<file path="config.mk">
export PLATFORM = sky130hd
export DESIGN_NAME = reset_source_and_cause_logic
export DESIGN_NICKNAME = d
export VERILOG_FILES = /design/src/pkg/rst_cause_pkg.sv /design/src/design/reset_source_and_cause_logic.sv
export SDC_FILE = /design/constraint.sdc
export NUM_CORES = 1
export LEC_CHECK = 0
export ABC_CLOCK_PERIOD_IN_PS = 3000
export BUFFER_PORTS_ARGS = -buffer_cell sky130_fd_sc_hd__buf_2
export CAP_MARGIN = 20
export CORE_MARGIN = 5
export CORE_UTILIZATION = 30
export DETAILED_ROUTE_END_ITERATION = 7
export GPL_TIMING_DRIVEN = 0
export PLACE_DENSITY = 0.61
export SETUP_SLACK_MARGIN = 0.1
export SLEW_MARGIN = 20
export SYNTH_ARGS = -nofsm -noshare
export SYNTH_HDL_FRONTEND = slang
export SYNTH_SLANG_ARGS = --single-unit
</file>
<file path="constraint.sdc">
create_clock -name clk_i -period 3 [get_ports clk_i]
set_clock_uncertainty 0.05 [all_clocks]
set_input_delay 0.15 -clock clk_i [delete_from_list [all_inputs] [get_ports clk_i]]
set_output_delay 0.15 -clock clk_i [all_outputs]
set_load 0.01 [all_outputs]
</file>
<file path="src/pkg/rst_cause_pkg.sv">
// Constants shared by the reset source and cause logic
package rst_cause_pkg;
   // -----------------------------------------------------------------
   // Register bus layout
   // -----------------------------------------------------------------
   localparam int          ADDR_W          = 4;
   localparam int          DATA_W          = 8;
   localparam logic [3:0]  CAUSE_OFFSET    = 4'h0;  // Reset cause flags
   localparam logic [3:0]  STATUS_OFFSET   = 4'h1;  // Sticky event status
   localparam logic [3:0]  MASK_OFFSET     = 4'h2;  // Interrupt mask
   localparam logic [3:0]  SOURCE_OFFSET   = 4'h3;  // Live reset sources
   // Cause register fields
   localparam int          CAUSE_BOR_BIT   = 0;     // Brown-out flag
   localparam int          CAUSE_POR_BIT   = 1;     // Power-on flag
   localparam logic [1:0]  CAUSE_RESET_VAL = 2'h0;
   // Status / mask fields, source bit 0 is core reset active
   localparam int          EV_POR_BIT      = 0;     // Power-on reset
   localparam int          EV_BOR_BIT      = 1;     // Brown-out reset
   localparam int          EV_PIN_BIT      = 2;     // External pin reset
   localparam int          EV_REARM_BIT    = 3;     // Power-on detector re-armed
   localparam int          EV_W            = 4;
   localparam logic [3:0]  MASK_RESET_VAL  = 4'h0;
   // -----------------------------------------------------------------
   // Configuration word fields
   // -----------------------------------------------------------------
   localparam int          PWR_SEL_LSB     = 5;     // Word two low bits 6:5
   localparam int          LVL_SEL_LSB     = 2;     // Word one low bits 3:2
   localparam logic [1:0]  PWR_HIGH        = 2'h0;
   localparam logic [1:0]  PWR_MEDIUM      = 2'h1;
   localparam logic [1:0]  PWR_LOW         = 2'h2;
   localparam logic [1:0]  PWR_ZERO        = 2'h3;
   // -----------------------------------------------------------------
   // Timing
   // -----------------------------------------------------------------
   localparam int          CLK_PERIOD_PS   = 5000;  // 200 MHz
   localparam int          FILTER_NS       = 20;    // Least pin low time
   localparam int          FILTER_CYC      =
      ((FILTER_NS * 1000 + CLK_PERIOD_PS - 1) / CLK_PERIOD_PS < 1) ? 1 :
      (FILTER_NS * 1000 + CLK_PERIOD_PS - 1) / CLK_PERIOD_PS;
endpackage

</file>
<file path="src/design/reset_source_and_cause_logic.sv">
// Reset source combiner, pin filter, brown-out modes and reset cause flags
`timescale 1ns/1ps

// Function
// - Low external pin holds hard reset
// - Pin filter discards short glitches
// - Internal resets never drive the pin
// - Supply rise while armed gives power-on reset
// - Power-on reset clears power-on flag
// - Only software sets power-on flag
// - Four brown-out modes from two-bit field
// - Supply below selected level resets device, except in zero-power mode
// - Every brown-out event re-arms power-on detector
// - Zero-power drop only re-arms, reset held until supply rises
// - Brown-out and power-on resets clear brown-out flag
// - Low-power brown-out leaves brown-out flag alone
module reset_source_and_cause_logic #(
   parameter int FILT_CYC = rst_cause_pkg::FILTER_CYC  // Pin filter length
) (
   // Clock and reset
   input  wire logic                              clk_i,
   input  wire logic                              rstn_i,
   // External reset pin, input only
   input  wire logic                              external_reset_pin_n_i,
   output logic                                   external_reset_pin_o,
   output logic                                   external_reset_pin_oe_o,
   // Supply monitors
   input  wire logic                              supply_above_por_i,
   input  wire logic [3:0]                        supply_below_level_i,
   input  wire logic                              supply_below_zero_i,
   // Configuration words
   input  wire logic [7:0]                        config_word_two_low_i,
   input  wire logic [7:0]                        config_word_one_low_i,
   // Register port
   input  wire logic [rst_cause_pkg::ADDR_W-1:0]  addr_i,
   input  wire logic [rst_cause_pkg::DATA_W-1:0]  wdata_i,
   input  wire logic                              wr_i,
   input  wire logic                              rd_i,
   output logic      [rst_cause_pkg::DATA_W-1:0]  rdata_o,
   // Core reset and interrupt
   output logic                                   core_reset_n_o,
   output logic                                   irq_o
);

   // ----------------------------------------------------------------
   // Declarations
   // ----------------------------------------------------------------
   logic [1:0]                  brownout_power_select;  // Mode field
   logic [1:0]                  brownout_level_select;  // Trip level field
   logic                        brownout_below;         // Selected level tripped
   logic                        zero_power_brownout_mode;
   logic                        low_power_brownout;
   logic [7:0]                  filt_cnt_reg;           // Pin low run length
   logic                        pin_low_reg;            // Filtered pin level
   logic                        por_armed_reg;          // Waiting for supply rise
   logic                        por_event;              // Power-on reset pulse
   logic                        bor_event_reg;          // Brown-out edge tracker
   logic                        bor_event;              // Brown-out reset pulse
   logic                        zp_prev_reg;            // Zero-power edge tracker
   logic                        rearm_event;            // Re-arm pulse
   logic                        pin_event;              // Filtered pin fall
   logic                        any_src;                // Any source active
   logic                        power_on_flag_reg;
   logic                        brownout_flag_reg;
   logic [rst_cause_pkg::EV_W-1:0] status_reg;
   logic [rst_cause_pkg::EV_W-1:0] mask_reg;
   logic [rst_cause_pkg::EV_W-1:0] events;
   logic [rst_cause_pkg::EV_W-1:0] sources;
   // Cause flag values after reset
   localparam logic CAUSE_POR_RST =
      rst_cause_pkg::CAUSE_RESET_VAL[rst_cause_pkg::CAUSE_POR_BIT];
   localparam logic CAUSE_BOR_RST =
      rst_cause_pkg::CAUSE_RESET_VAL[rst_cause_pkg::CAUSE_BOR_BIT];

   // Write strobe decode for one offset
   function automatic logic wr_hit(input logic [3:0] off);
      return wr_i && (addr_i == off);
   endfunction

   // ----------------------------------------------------------------
   // Pin and mode decode
   // ----------------------------------------------------------------
   // pin never driven
   assign external_reset_pin_o     = 1'b0;
   assign external_reset_pin_oe_o  = 1'b0;

   assign brownout_power_select    =
      config_word_two_low_i[rst_cause_pkg::PWR_SEL_LSB +: 2];
   assign brownout_level_select    =
      config_word_one_low_i[rst_cause_pkg::LVL_SEL_LSB +: 2];
   assign zero_power_brownout_mode = (brownout_power_select == rst_cause_pkg::PWR_ZERO);
   assign low_power_brownout       = (brownout_power_select == rst_cause_pkg::PWR_LOW);

   // selected trip level, ignored in zero-power mode
   assign brownout_below = !zero_power_brownout_mode &&
                           supply_below_level_i[brownout_level_select];

   // ----------------------------------------------------------------
   // External pin glitch filter
   // ----------------------------------------------------------------
   // low must persist FILT_CYC cycles
   always_ff @(posedge clk_i or negedge rstn_i) begin
      if (!rstn_i) begin
         filt_cnt_reg <= 8'h00;
      end else if (external_reset_pin_n_i) begin
         filt_cnt_reg <= 8'h00;
      end else if (filt_cnt_reg < 8'(FILT_CYC)) begin
         filt_cnt_reg <= filt_cnt_reg + 8'h01;
      end
   end

   always_ff @(posedge clk_i or negedge rstn_i) begin
      if (!rstn_i) begin
         pin_low_reg <= 1'b0;
      end else begin
         pin_low_reg <= !external_reset_pin_n_i &&
                        (filt_cnt_reg >= 8'(FILT_CYC - 1));
      end
   end

   // Filtered pin fall, in the cycle the filter completes
   assign pin_event = !external_reset_pin_n_i && !pin_low_reg &&
                      (filt_cnt_reg >= 8'(FILT_CYC - 1));

   // ----------------------------------------------------------------
   // Brown-out and re-arm edges
   // ----------------------------------------------------------------
   // Edge trackers for the two supply monitors
   always_ff @(posedge clk_i or negedge rstn_i) begin
      if (!rstn_i) begin
         bor_event_reg <= 1'b0;
         zp_prev_reg   <= 1'b0;
      end else begin
         bor_event_reg <= brownout_below;
         zp_prev_reg   <= zero_power_brownout_mode && supply_below_zero_i;
      end
   end

   // Rising edge of the selected trip level
   assign bor_event   = brownout_below && !bor_event_reg;
   assign rearm_event = bor_event ||
                        (zero_power_brownout_mode && supply_below_zero_i && !zp_prev_reg);

   // ----------------------------------------------------------------
   // Power-on detector
   // ----------------------------------------------------------------
   // armed from reset, fires on supply rise
   assign por_event = por_armed_reg && supply_above_por_i;

   always_ff @(posedge clk_i or negedge rstn_i) begin
      if (!rstn_i) begin
         por_armed_reg <= 1'b1;
      end else if (rearm_event) begin
         por_armed_reg <= 1'b1;
      end else if (por_event) begin
         por_armed_reg <= 1'b0;
      end
   end

   // ----------------------------------------------------------------
   // Reset cause flags
   // ----------------------------------------------------------------
   // power-on clears flag, hardware clear beats software set
   always_ff @(posedge clk_i or negedge rstn_i) begin
      if (!rstn_i) begin
         power_on_flag_reg <= CAUSE_POR_RST;
      end else if (por_event) begin
         power_on_flag_reg <= 1'b0;
      end else if (wr_hit(rst_cause_pkg::CAUSE_OFFSET)) begin
         // only a software write changes it otherwise
         power_on_flag_reg <= wdata_i[rst_cause_pkg::CAUSE_POR_BIT];
      end
   end

   // cleared by brown-out and power-on, low-power exempt
   always_ff @(posedge clk_i or negedge rstn_i) begin
      if (!rstn_i) begin
         brownout_flag_reg <= CAUSE_BOR_RST;
      end else if (por_event || (bor_event && !low_power_brownout)) begin
         brownout_flag_reg <= 1'b0;
      end else if (wr_hit(rst_cause_pkg::CAUSE_OFFSET)) begin
         brownout_flag_reg <= wdata_i[rst_cause_pkg::CAUSE_BOR_BIT];
      end
   end

   // ----------------------------------------------------------------
   // Combined core reset
   // ----------------------------------------------------------------
   // Re-armed detector counts as an active source until the supply rises
   assign any_src = pin_low_reg || pin_event || brownout_below || por_armed_reg;

   // released on a clock edge once all sources drop
   always_ff @(posedge clk_i or negedge rstn_i) begin
      if (!rstn_i) begin
         core_reset_n_o <= 1'b0;
      end else begin
         core_reset_n_o <= !any_src;
      end
   end

   // ----------------------------------------------------------------
   // Event status, mask and interrupt
   // ----------------------------------------------------------------
   assign events  = {rearm_event, pin_event, bor_event, por_event};
   assign sources = {por_armed_reg, pin_low_reg, brownout_below, !core_reset_n_o};

   // Sticky status, set wins over write-one-to-clear
   always_ff @(posedge clk_i or negedge rstn_i) begin
      if (!rstn_i) begin
         status_reg <= 4'h0;
      end else begin
         status_reg <= events |
            (status_reg & ~(wr_hit(rst_cause_pkg::STATUS_OFFSET) ? wdata_i[3:0] : 4'h0));
      end
   end

   // Interrupt mask
   always_ff @(posedge clk_i or negedge rstn_i) begin
      if (!rstn_i) begin
         mask_reg <= rst_cause_pkg::MASK_RESET_VAL;
      end else if (wr_hit(rst_cause_pkg::MASK_OFFSET)) begin
         mask_reg <= wdata_i[3:0];
      end
   end

   assign irq_o = |(status_reg & mask_reg);

   // ----------------------------------------------------------------
   // Read data, one cycle after the strobe
   // ----------------------------------------------------------------
   // both flags read together in one word
   always_ff @(posedge clk_i or negedge rstn_i) begin
      if (!rstn_i) begin
         rdata_o <= 8'h00;
      end else if (rd_i) begin
         unique case (addr_i)
            rst_cause_pkg::CAUSE_OFFSET:  rdata_o <= {6'h00, power_on_flag_reg,
                                                       brownout_flag_reg};
            rst_cause_pkg::STATUS_OFFSET: rdata_o <= {4'h0, status_reg};
            rst_cause_pkg::MASK_OFFSET:   rdata_o <= {4'h0, mask_reg};
            rst_cause_pkg::SOURCE_OFFSET: rdata_o <= {4'h0, sources};
            default:                      rdata_o <= 8'h00;
         endcase
      end else begin
         rdata_o <= 8'h00;
      end
   end
endmodule

</file>
# == After elaboration in Yosys (flattened, before gate mapping) ==
# Index checks and enable logic that the tools add are counted.
# W data, S select, Z words.
# classes
order_cmp,3
addsub,1
mux,13
n_eq_ne,5
reduce_logical,31
n_bitwise,4
# op_table
cell,n
$mux W8,2
$pmux W4 S4,1
$logic_and A1 B1 Y1,12
$add A8 B1 Y8 const B,1
$and A4 B4 Y4,2
$eq A4 B2 Y1 const B,2
$ge A8 B2 Y1 const B,1
$logic_not A1 Y1,8
$lt A8 B3 Y1 const B,1
$mux W4,2
$reduce_bool A2 Y1,4
$mux W1,7
$logic_or A1 B1 Y1,5
$eq A2 B2 Y1 const B,2
$eq A4 B1 Y1 const B,1
$logic_not A4 Y1,1
$not A4 Y4,1
$or A4 B4 Y4,1
$reduce_or A4 Y1,1
$lt A2 B3 Y1 const B,1
$bmux W1 S2,1
# word_totals
wordCells,68
in_bits,39
register_bits,31
output_inout_bits,12

# == Depth between registers and ports, before layout ==
# Gate-level depths: netlist (run 1).
# logic_depth
depth_word,7
ltp_mapped,4
ltp_nobuf,4

# == Worst setup path before layout (run 1) ==
# Ideal clock, no wire load.
# synth_path
path_type,register to register
from,register filt_cnt_reg[4]
to,register filt_cnt_reg[1]
path_stages_with_launch,4
t_arrival_ps,1201
setup_ps,127
path_slack_ps,1623
required_ps,2823
cell_sequence,dfrtp_1 > or4_1 > o31ai_1 > a21oi_1
# synth_via
elab_chain_len,2
# synth_lines
element,line,rtl
"start, declared",reset_source_and_cause_logic.sv:53,logic [7:0] filt_cnt_reg;
"start signal, assigned",reset_source_and_cause_logic.sv:108,filt_cnt_reg <= filt_cnt_reg + 8'h01;
$lt A8 B3 Y1,reset_source_and_cause_logic.sv:107,end else if (filt_cnt_reg < 8'(FILT_CYC)) begin
$reduce_bool A2 Y1 (no source line),--,
# Every way passes these cells.
# A chain may end at the register's enable or synchronous reset.

# == Worst setup path in the final report (run 1) ==
# Same ends and word-level chain as after synthesis.

==> results.rst, run 1 <==
.. list-table::
   :header-rows: 1

   * - Metric
     - Value
   * - Worst-path cell with the longest stage delay
     - or4_1
   * - Time the worst path needs with I/O delays and setup
     - 1570 ps
   * - Via count of the first global-routing pass
     - 1123
   * - RSZ-0062 raised after global routing
     - false
   * - Setup slack of the critical path after layout
     - 1430 ps
   * - Count of buffer and inverter cells on the critical path
     - 0
   * - Peak per-stage delay on the critical path
     - 570 ps
   * - Sort of element at the end of the critical path
     - flip-flop
   * - Layout Area Growth over Synthesis
     - 20.4%
   * - Cell area after placement
     - 1580 µm²
   * - Count of synthesis-stage warnings from yosys
     - 0
   * - Clock latency at the later pin of the worst-skew pair
     - 270 ps
   * - Category of the critical setup timing path
     - flip-flop to flip-flop
   * - Fin crit share
     - 52.2%
   * - Launch point of the worst path
     - filt_cnt_reg[4]
   * - H-tree level count
     - 1
   * - Peak ir drop on the vdd network
     - 0.000188 V
   * - Maximum clock frequency
     - 0.638 GHz
   * - Dominant register cell in the synthesized netlist
     - dfrtp_1
   * - Pin count of the biggest net entering global routing
     - 28
   * - Quantity of I/O buffers inserted on ports
     - 27
   * - Outcome
     - finished, final reports clean
   * - Startpoint of the worst-slack reg-to-reg timing path
     - filt_cnt_reg[4]
   * - Setup violations, final
     - 0
   * - Global-route wire length before repair
     - between 5000 and 6000 µm
   * - Global-route total usage across every layer
     - 10.9%
   * - Tightest slew margin relative to the limit
     - 60.4%
   * - Buffers inserted during post-CTS setup optimization
     - 0
   * - Remaining Overflow, GRT
     - 0
   * - Total Routed Length
     - around 3100 µm
   * - Final-report hold violation count
     - 0
   * - Detailed placer's ending HPWL
     - 2420 µm
   * - Slew at the pin with the worst max-slew slack
     - ~590 ps
   * - Die span in x
     - 77.4 µm
   * - Most numerous cell types in the synthesized netlist
     - dfrtp_1 (26), nor2b_1 (8), buf_4 (6), nor2_1 (6)
   * - Placer's final routability congestion estimate
     - just under 0.8
   * - Sequential area share after synthesis
     - 49.6%
   * - Nets@finish
     - 192
   * - Clock Path Buffers
     - 2
   * - Cell-by-cell trace of the critical path
     - or4_1 -> o31ai_1 -> a21oi_1
   * - Die area
     - 5990 µm²
   * - Count of vias placed by the detailed router
     - 1030
   * - Floorplan Core Area
     - 4380 µm²
   * - Antenna violation net count after detailed routing
     - 0
   * - 1st-iter DRT viols
     - 23
   * - Synth top area share
     - 47.7%
   * - Drt wl/cell
     - 15.3 µm
   * - Number of remaining DRC errors
     - 0
   * - IO Pins
     - 51
   * - Synth async-reset ratio
     - 100%
   * - Register clock-pin slew on the reported worst setup and hold paths
     - 90 ps
   * - Synthesized area divided by synthesized cell count
     - 12.0 µm²
   * - Share of cells above drive strength 1
     - roughly a third
   * - CP required
     - 3110 ps
   * - Max-cap viol count
     - 0
   * - Sort of element at the start of the critical path
     - flip-flop
   * - 1st-pass router iterations
     - 4
   * - # clock sinks
     - 27
   * - Number of flip-flops under the largest register name
     - 8
   * - Die Height
     - 77.4 µm
   * - Post-Syn Area
     - 1360 µm²
   * - Leakage component of the power
     - 0.806 nW
   * - Antenna cell count
     - 0
   * - TritonCTS Buffers
     - 3
   * - Initial Util
     - 31.1%
   * - Post-Syn Instances
     - 114
   * - Min-delay worst type
     - input pin to flip-flop
   * - Top post-synthesis cells by area
     - dfrtp_1 (48%), mux2_4 (4.4%), nor2b_1 (3.7%)
   * - Post-synthesis cell type count
     - 40
   * - Placement Setup Slack
     - 1450 ps
   * - Library cell with the largest summed area after synthesis
     - dfrtp_1
   * - Antenna violations before repair
     - 0
   * - Cell row count
     - 24
   * - Beginning of the worst hold path
     - wdata_i[2]
   * - Number of flip-flops and latches in the synthesized netlist
     - 27
   * - Cell chosen for the clock root
     - clkbuf_8
   * - Area of all placed cells without fillers
     - 1640 µm²
   * - Peak fanout along the critical path
     - 3
   * - Count of flip-flops with a built-in enable after synthesis
     - 0
   * - TritonCTS clock tree
     - yes
   * - TNS Setup
     - 0 ps
   * - Kind of cell adding the most delay to the critical path
     - simple AND/OR/NAND/NOR gates
   * - Final Total Pwr
     - 0.807 mW
   * - Total power per unit cell area
     - just under 500 nW/µm²
   * - Max-slew violations
     - 0
   * - Most common cell in the synthesized netlist
     - dfrtp_1
   * - Vias per inst
     - 5.07
   * - Data arrival time of the worst path
     - roughly 1700 ps
[area by class of cell]
type	count	area, µm²
Fill cell	448	2740
Sequential cell	27	677
Multi-Input combinational cell	81	633
Timing Repair Buffer	28	145
Tap cell	52	65.1
Buffer	8	61.3
Clock buffer	3	41.3
Inverter	3	11.3
Clock inverter	1	7.51
[what timing repair did]
item,in CTS,in global routing
hold endpoints to repair,26,0
gates resized for setup,0,0
hold buffers,1,0
[final timing paths]
kind | endpoint | slack (ps) | depth (start not counted)
hold reg to reg | core_reset_n_o | 430 | 1
max in group asynchronous | status_reg[0] | 2160 | 2
min in group asynchronous | filt_cnt_reg[1] | 350 | 2
setup reg to reg | filt_cnt_reg[1] | 1430 | 3
hold / removal | mask_reg[2] | 70 | 2
setup / recovery | filt_cnt_reg[1] | 1430 | 3
[stage by stage]
step	hold WS [ps]	util, %	instances
global route	66.1	37.4	203
detailed placement	148	36.1	198
finish	71.3	37.4	203
CTS	70.0	37.4	203
floorplan	-196	-	119
global placement	127	36.1	198
[report_power, final]
group / total [mW] / switching (mW) / leakage (nW) / internal (mW)
clock network: 0.209 / 0.115 / 0.0217 / 0.0943
logic: 0.164 / 0.0765 / 0.443 / 0.0873
registers: 0.435 / 0.0325 / 0.342 / 0.402
[cell usage in the layout (no fill, tap or decap), types with 4 or more instances in the layout]
cell type and instances:
nand3_1 5, mux2_4 4, buf_4 6, nor2b_1 8, a21oi_1 4, mux2i_1 4
conb_1 6, buf_2 28, nor2_1 6, nand3b_1 4, dfrtp_1 26, a22oi_1 5
[routing by layer]
metal	GRT usage [%]	share of wire, %
met5	0	0
met4	1.55	0.26
met3	4.05	6.6
met2	16.8	45
met1	15.0	48
[cell families after synthesis]
kind of cell	Yosys count	synth area share [%]
adders and majority gates	1	0.917
other	1	0.275
and+or+nand+nor	36	18.3
muxes	12	11.5
DFF	27	49.6
buffers and inverters	11	5.32
AOI/OAI and AO/OA	26	14.1
(Power assumes the default switching activity.)
==> run 2, diff against run 1 <==
--- a/config.mk
+++ b/config.mk
@@ -5,7 +5,7 @@
 export SDC_FILE = /design/constraint.sdc
 export NUM_CORES = 1
 export LEC_CHECK = 0
-export ABC_CLOCK_PERIOD_IN_PS = 3000
+export ABC_CLOCK_PERIOD_IN_PS = 1450
 export BUFFER_PORTS_ARGS = -buffer_cell sky130_fd_sc_hd__buf_2
 export CAP_MARGIN = 20
 export CORE_MARGIN = 5
==> constraint.sdc (replaced) <==
create_clock -name clk_i -period 1.45 [get_ports clk_i]
set_clock_uncertainty 0.05 [all_clocks]
set_input_delay 0.0725 -clock clk_i [delete_from_list [all_inputs] [get_ports clk_i]]
set_output_delay 0.0725 -clock clk_i [all_outputs]
set_load 0.01 [all_outputs]
==> run 2 against run 1 <==
  * Count of clock-buffer cells in the layout did not move
  * Highest routed layer is now met3
  * Fmax grew 11%
  * Die area stayed put
  * Cell count grew 3.9%
  * Sequential power grew 110%
  * Global-route usage about the same
  * Largest power group unchanged
  * Routed wire length increased by 1.3%
  * First-iteration DRC count increased by 48%
  * Register-to-register slack got worse by 1400 ps
  * Sequential share of layout area decreased by 2.3 points
  * Sequential cell count stayed put
  * Non-clock buffer count up 8
==> results.rst, run 2 (synthesized netlist as in run 1, its figures left out) <==
.. list-table::
   :header-rows: 1

   * - Metric
     - Value
   * - Die span in x
     - 77.4 µm
   * - Beginning of the worst hold path
     - supply_below_zero_i
   * - Placer's final routability congestion estimate
     - 0.785
   * - Global-route total usage across every layer
     - 10.9%
   * - Clock Path Buffers
     - 2
   * - Hold path depth
     - 2
   * - Placed cell count
     - 198
   * - Total Routed Length
     - 3160 µm
   * - Vias per inst
     - 5.03
   * - Category of the critical setup timing path
     - flip-flop to flip-flop
   * - Detailed placer's ending HPWL
     - 2400 µm
   * - Filler cell count in the final layout
     - 438
   * - Slew at the pin with the worst max-slew slack
     - ~620 ps
   * - Layout Area Growth over Synthesis
     - 27.3%
   * - Leading cell type in the layout, fill and taps excluded
     - buf_2
   * - Via count of the first global-routing pass
     - 1127
   * - Setup violations, final
     - 0
   * - H-tree level count
     - 1
   * - Fin crit share
     - 97.5%
   * - Quantity of I/O buffers inserted on ports
     - 27
   * - Max-slew violations
     - 0
   * - Min-delay worst type
     - input pin to flip-flop
   * - Data arrival time of the worst path
     - 1520 ps
   * - TritonCTS Buffers
     - 3
   * - Sequential cell area
     - roughly 680 µm²
   * - Floorplan Core Area
     - 4380 µm²
   * - RSZ-0062 raised after global routing
     - true
   * - Time the worst path needs with I/O delays and setup
     - around 1400 ps
   * - Peak ir drop on the vdd network
     - 0.000390 V
   * - Clock latency at the later pin of the worst-skew pair
     - 270 ps
   * - Final-report hold violation count
     - 0
   * - # clock sinks
     - 27
   * - Cell chosen for the clock root
     - clkbuf_8
   * - 1st-pass router iterations
     - 4
   * - Highest-count cells in the layout ignoring fill and taps
     - buf_2 (28), dfrtp_1 (26), buf_4 (11)
   * - Share of the core filled with cells in the final layout
     - 39.6%
   * - Outcome
     - finished, final reports clean
   * - Count of vias placed by the detailed router
     - 1062
   * - Post-route insts no fill
     - between 200 and 250
   * - Maximum clock frequency
     - 0.707 GHz
   * - Pin count of the biggest net entering global routing
     - 28
   * - TritonCTS clock tree
     - yes
   * - Antenna cell count
     - 0
   * - Antenna violations before repair
     - 0
   * - Leakage component of the power
     - about 0.84 nW
   * - Share of cells above drive strength 1
     - 38.4%
   * - Peak fanout along the critical path
     - 2
   * - Die Height
     - 77.4 µm
   * - Antenna violation net count after detailed routing
     - 0
   * - Register clock-pin slew on the reported worst setup and hold paths
     - 90 ps
   * - Launch point of the worst path
     - filt_cnt_reg[5]
   * - Die area
     - 5990 µm²
   * - Nets@finish
     - 200
   * - Initial Util
     - 31.1%
   * - Total power per unit cell area
     - 974 nW/µm²
   * - Worst Reg-to-Reg Cells
     - 3
   * - CP required
     - 1560 ps
   * - Area of the multi-input gates
     - 663 µm²
   * - Sort of element at the end of the critical path
     - flip-flop
   * - Global-route wire length before repair
     - around 5400 µm
   * - Startpoint of the worst-slack reg-to-reg timing path
     - filt_cnt_reg[5]
   * - Number of remaining DRC errors
     - 0
   * - 1st-iter DRT viols
     - 34
   * - Sort of element at the start of the critical path
     - flip-flop
   * - Cell row count
     - 24
   * - IO Pins
     - 51
   * - Number of flip-flops under the largest register name
     - 8
   * - Drt wl/cell
     - around 15 µm
   * - Tightest slew margin relative to the limit
     - 58.9%
   * - Max-cap viol count
     - 0
   * - Remaining Overflow, GRT
     - 0
==> run 2: cell count changes in the layout (fill, tap and decap cells not counted), moves of 2 or more <==
cell / before / now
o31ai_1: 2 / 0
a21oi_2: 0 / 2
buf_4: 6 / 11
dlygate4sd3_1: 1 / 4
a21oi_1: 4 / 2
==> run 2: metrics by stage <==
| step | hold slack [ps] | total power [mW] | setup slack [ps] | cell area, µm² | setup TNS, ps |
|---|---|---|---|---|---|
| finish | 18.5 | 1.69 | 35.7 | 1740 | 0 |
| global route | 16.0 | 1.80 | -17.5 | 1740 | -34.3 |
| CTS | 13.2 | 1.70 | -16.0 | 1710 | -19.0 |
| detailed placement | 72.4 | 1.25 | -110 | 1580 | -175 |
| global placement | 48.5 | 1.23 | 16.6 | 1580 | 0 |
| floorplan | -273 | 1.11 | 72.8 | 1380 | 0 |
==> run 2: layer usage <==
layer / part of all wire, % / global-route usage, % / vias to the layer above
met5: 0 / 0 / -
met4: 0 / 1.20 / 0
met3: 6.7 / 4.05 / 0
met2: 47 / 17.7 / 35
met1: 47 / 14.4 / 520
li1: - / - / 507
==> run 2: critical path: stages (launching register included) <==
cell and delay [ps]:
dfrtp_1 390, or4_4 570, o31ai_2 200, a21oi_1 100
==> run 2: area by class of cell <==
class | instances | area share, %
multi-input cells | 81 | 38.2
flip-flops and latches | 27 | 39.0
repair buffers | 36 | 12.2
inverters | 3 | 0.648
clock buffers | 3 | 2.38
clock inverters | 1 | 0.288
well taps | 52 | 3.75
plain buffers | 8 | 3.53
==> run 2: path summary, 6_finish.rpt <==
path | end | slack, ps
worst max-delay path | filt_cnt_reg[1] | 40
worst min-delay path | zp_prev_reg | 20
worst max register to register | filt_cnt_reg[1] | 40
worst min register to register | core_reset_n_o | 410
max in group asynchronous | filt_cnt_reg[2] | 650
min in group asynchronous | filt_cnt_reg[1] | 310
==> run 2: where the power goes <==
group          internal [mW]  switching [mW]  leakage (nW)
clock                  0.192           0.231        0.0255
sequential             0.832          0.0671         0.342
combinational          0.201           0.168         0.474
==> run 2: repair_timing <==
action | 4_1_cts | 5_1_grt
setup buffers | 2 | 3
hold buffers | 4 | 0
pin swaps | 1 | 4
hold endpoints to repair | 29 | 0
resized for setup | 6 | 0
endpoints found under the setup margin | 3 | 4
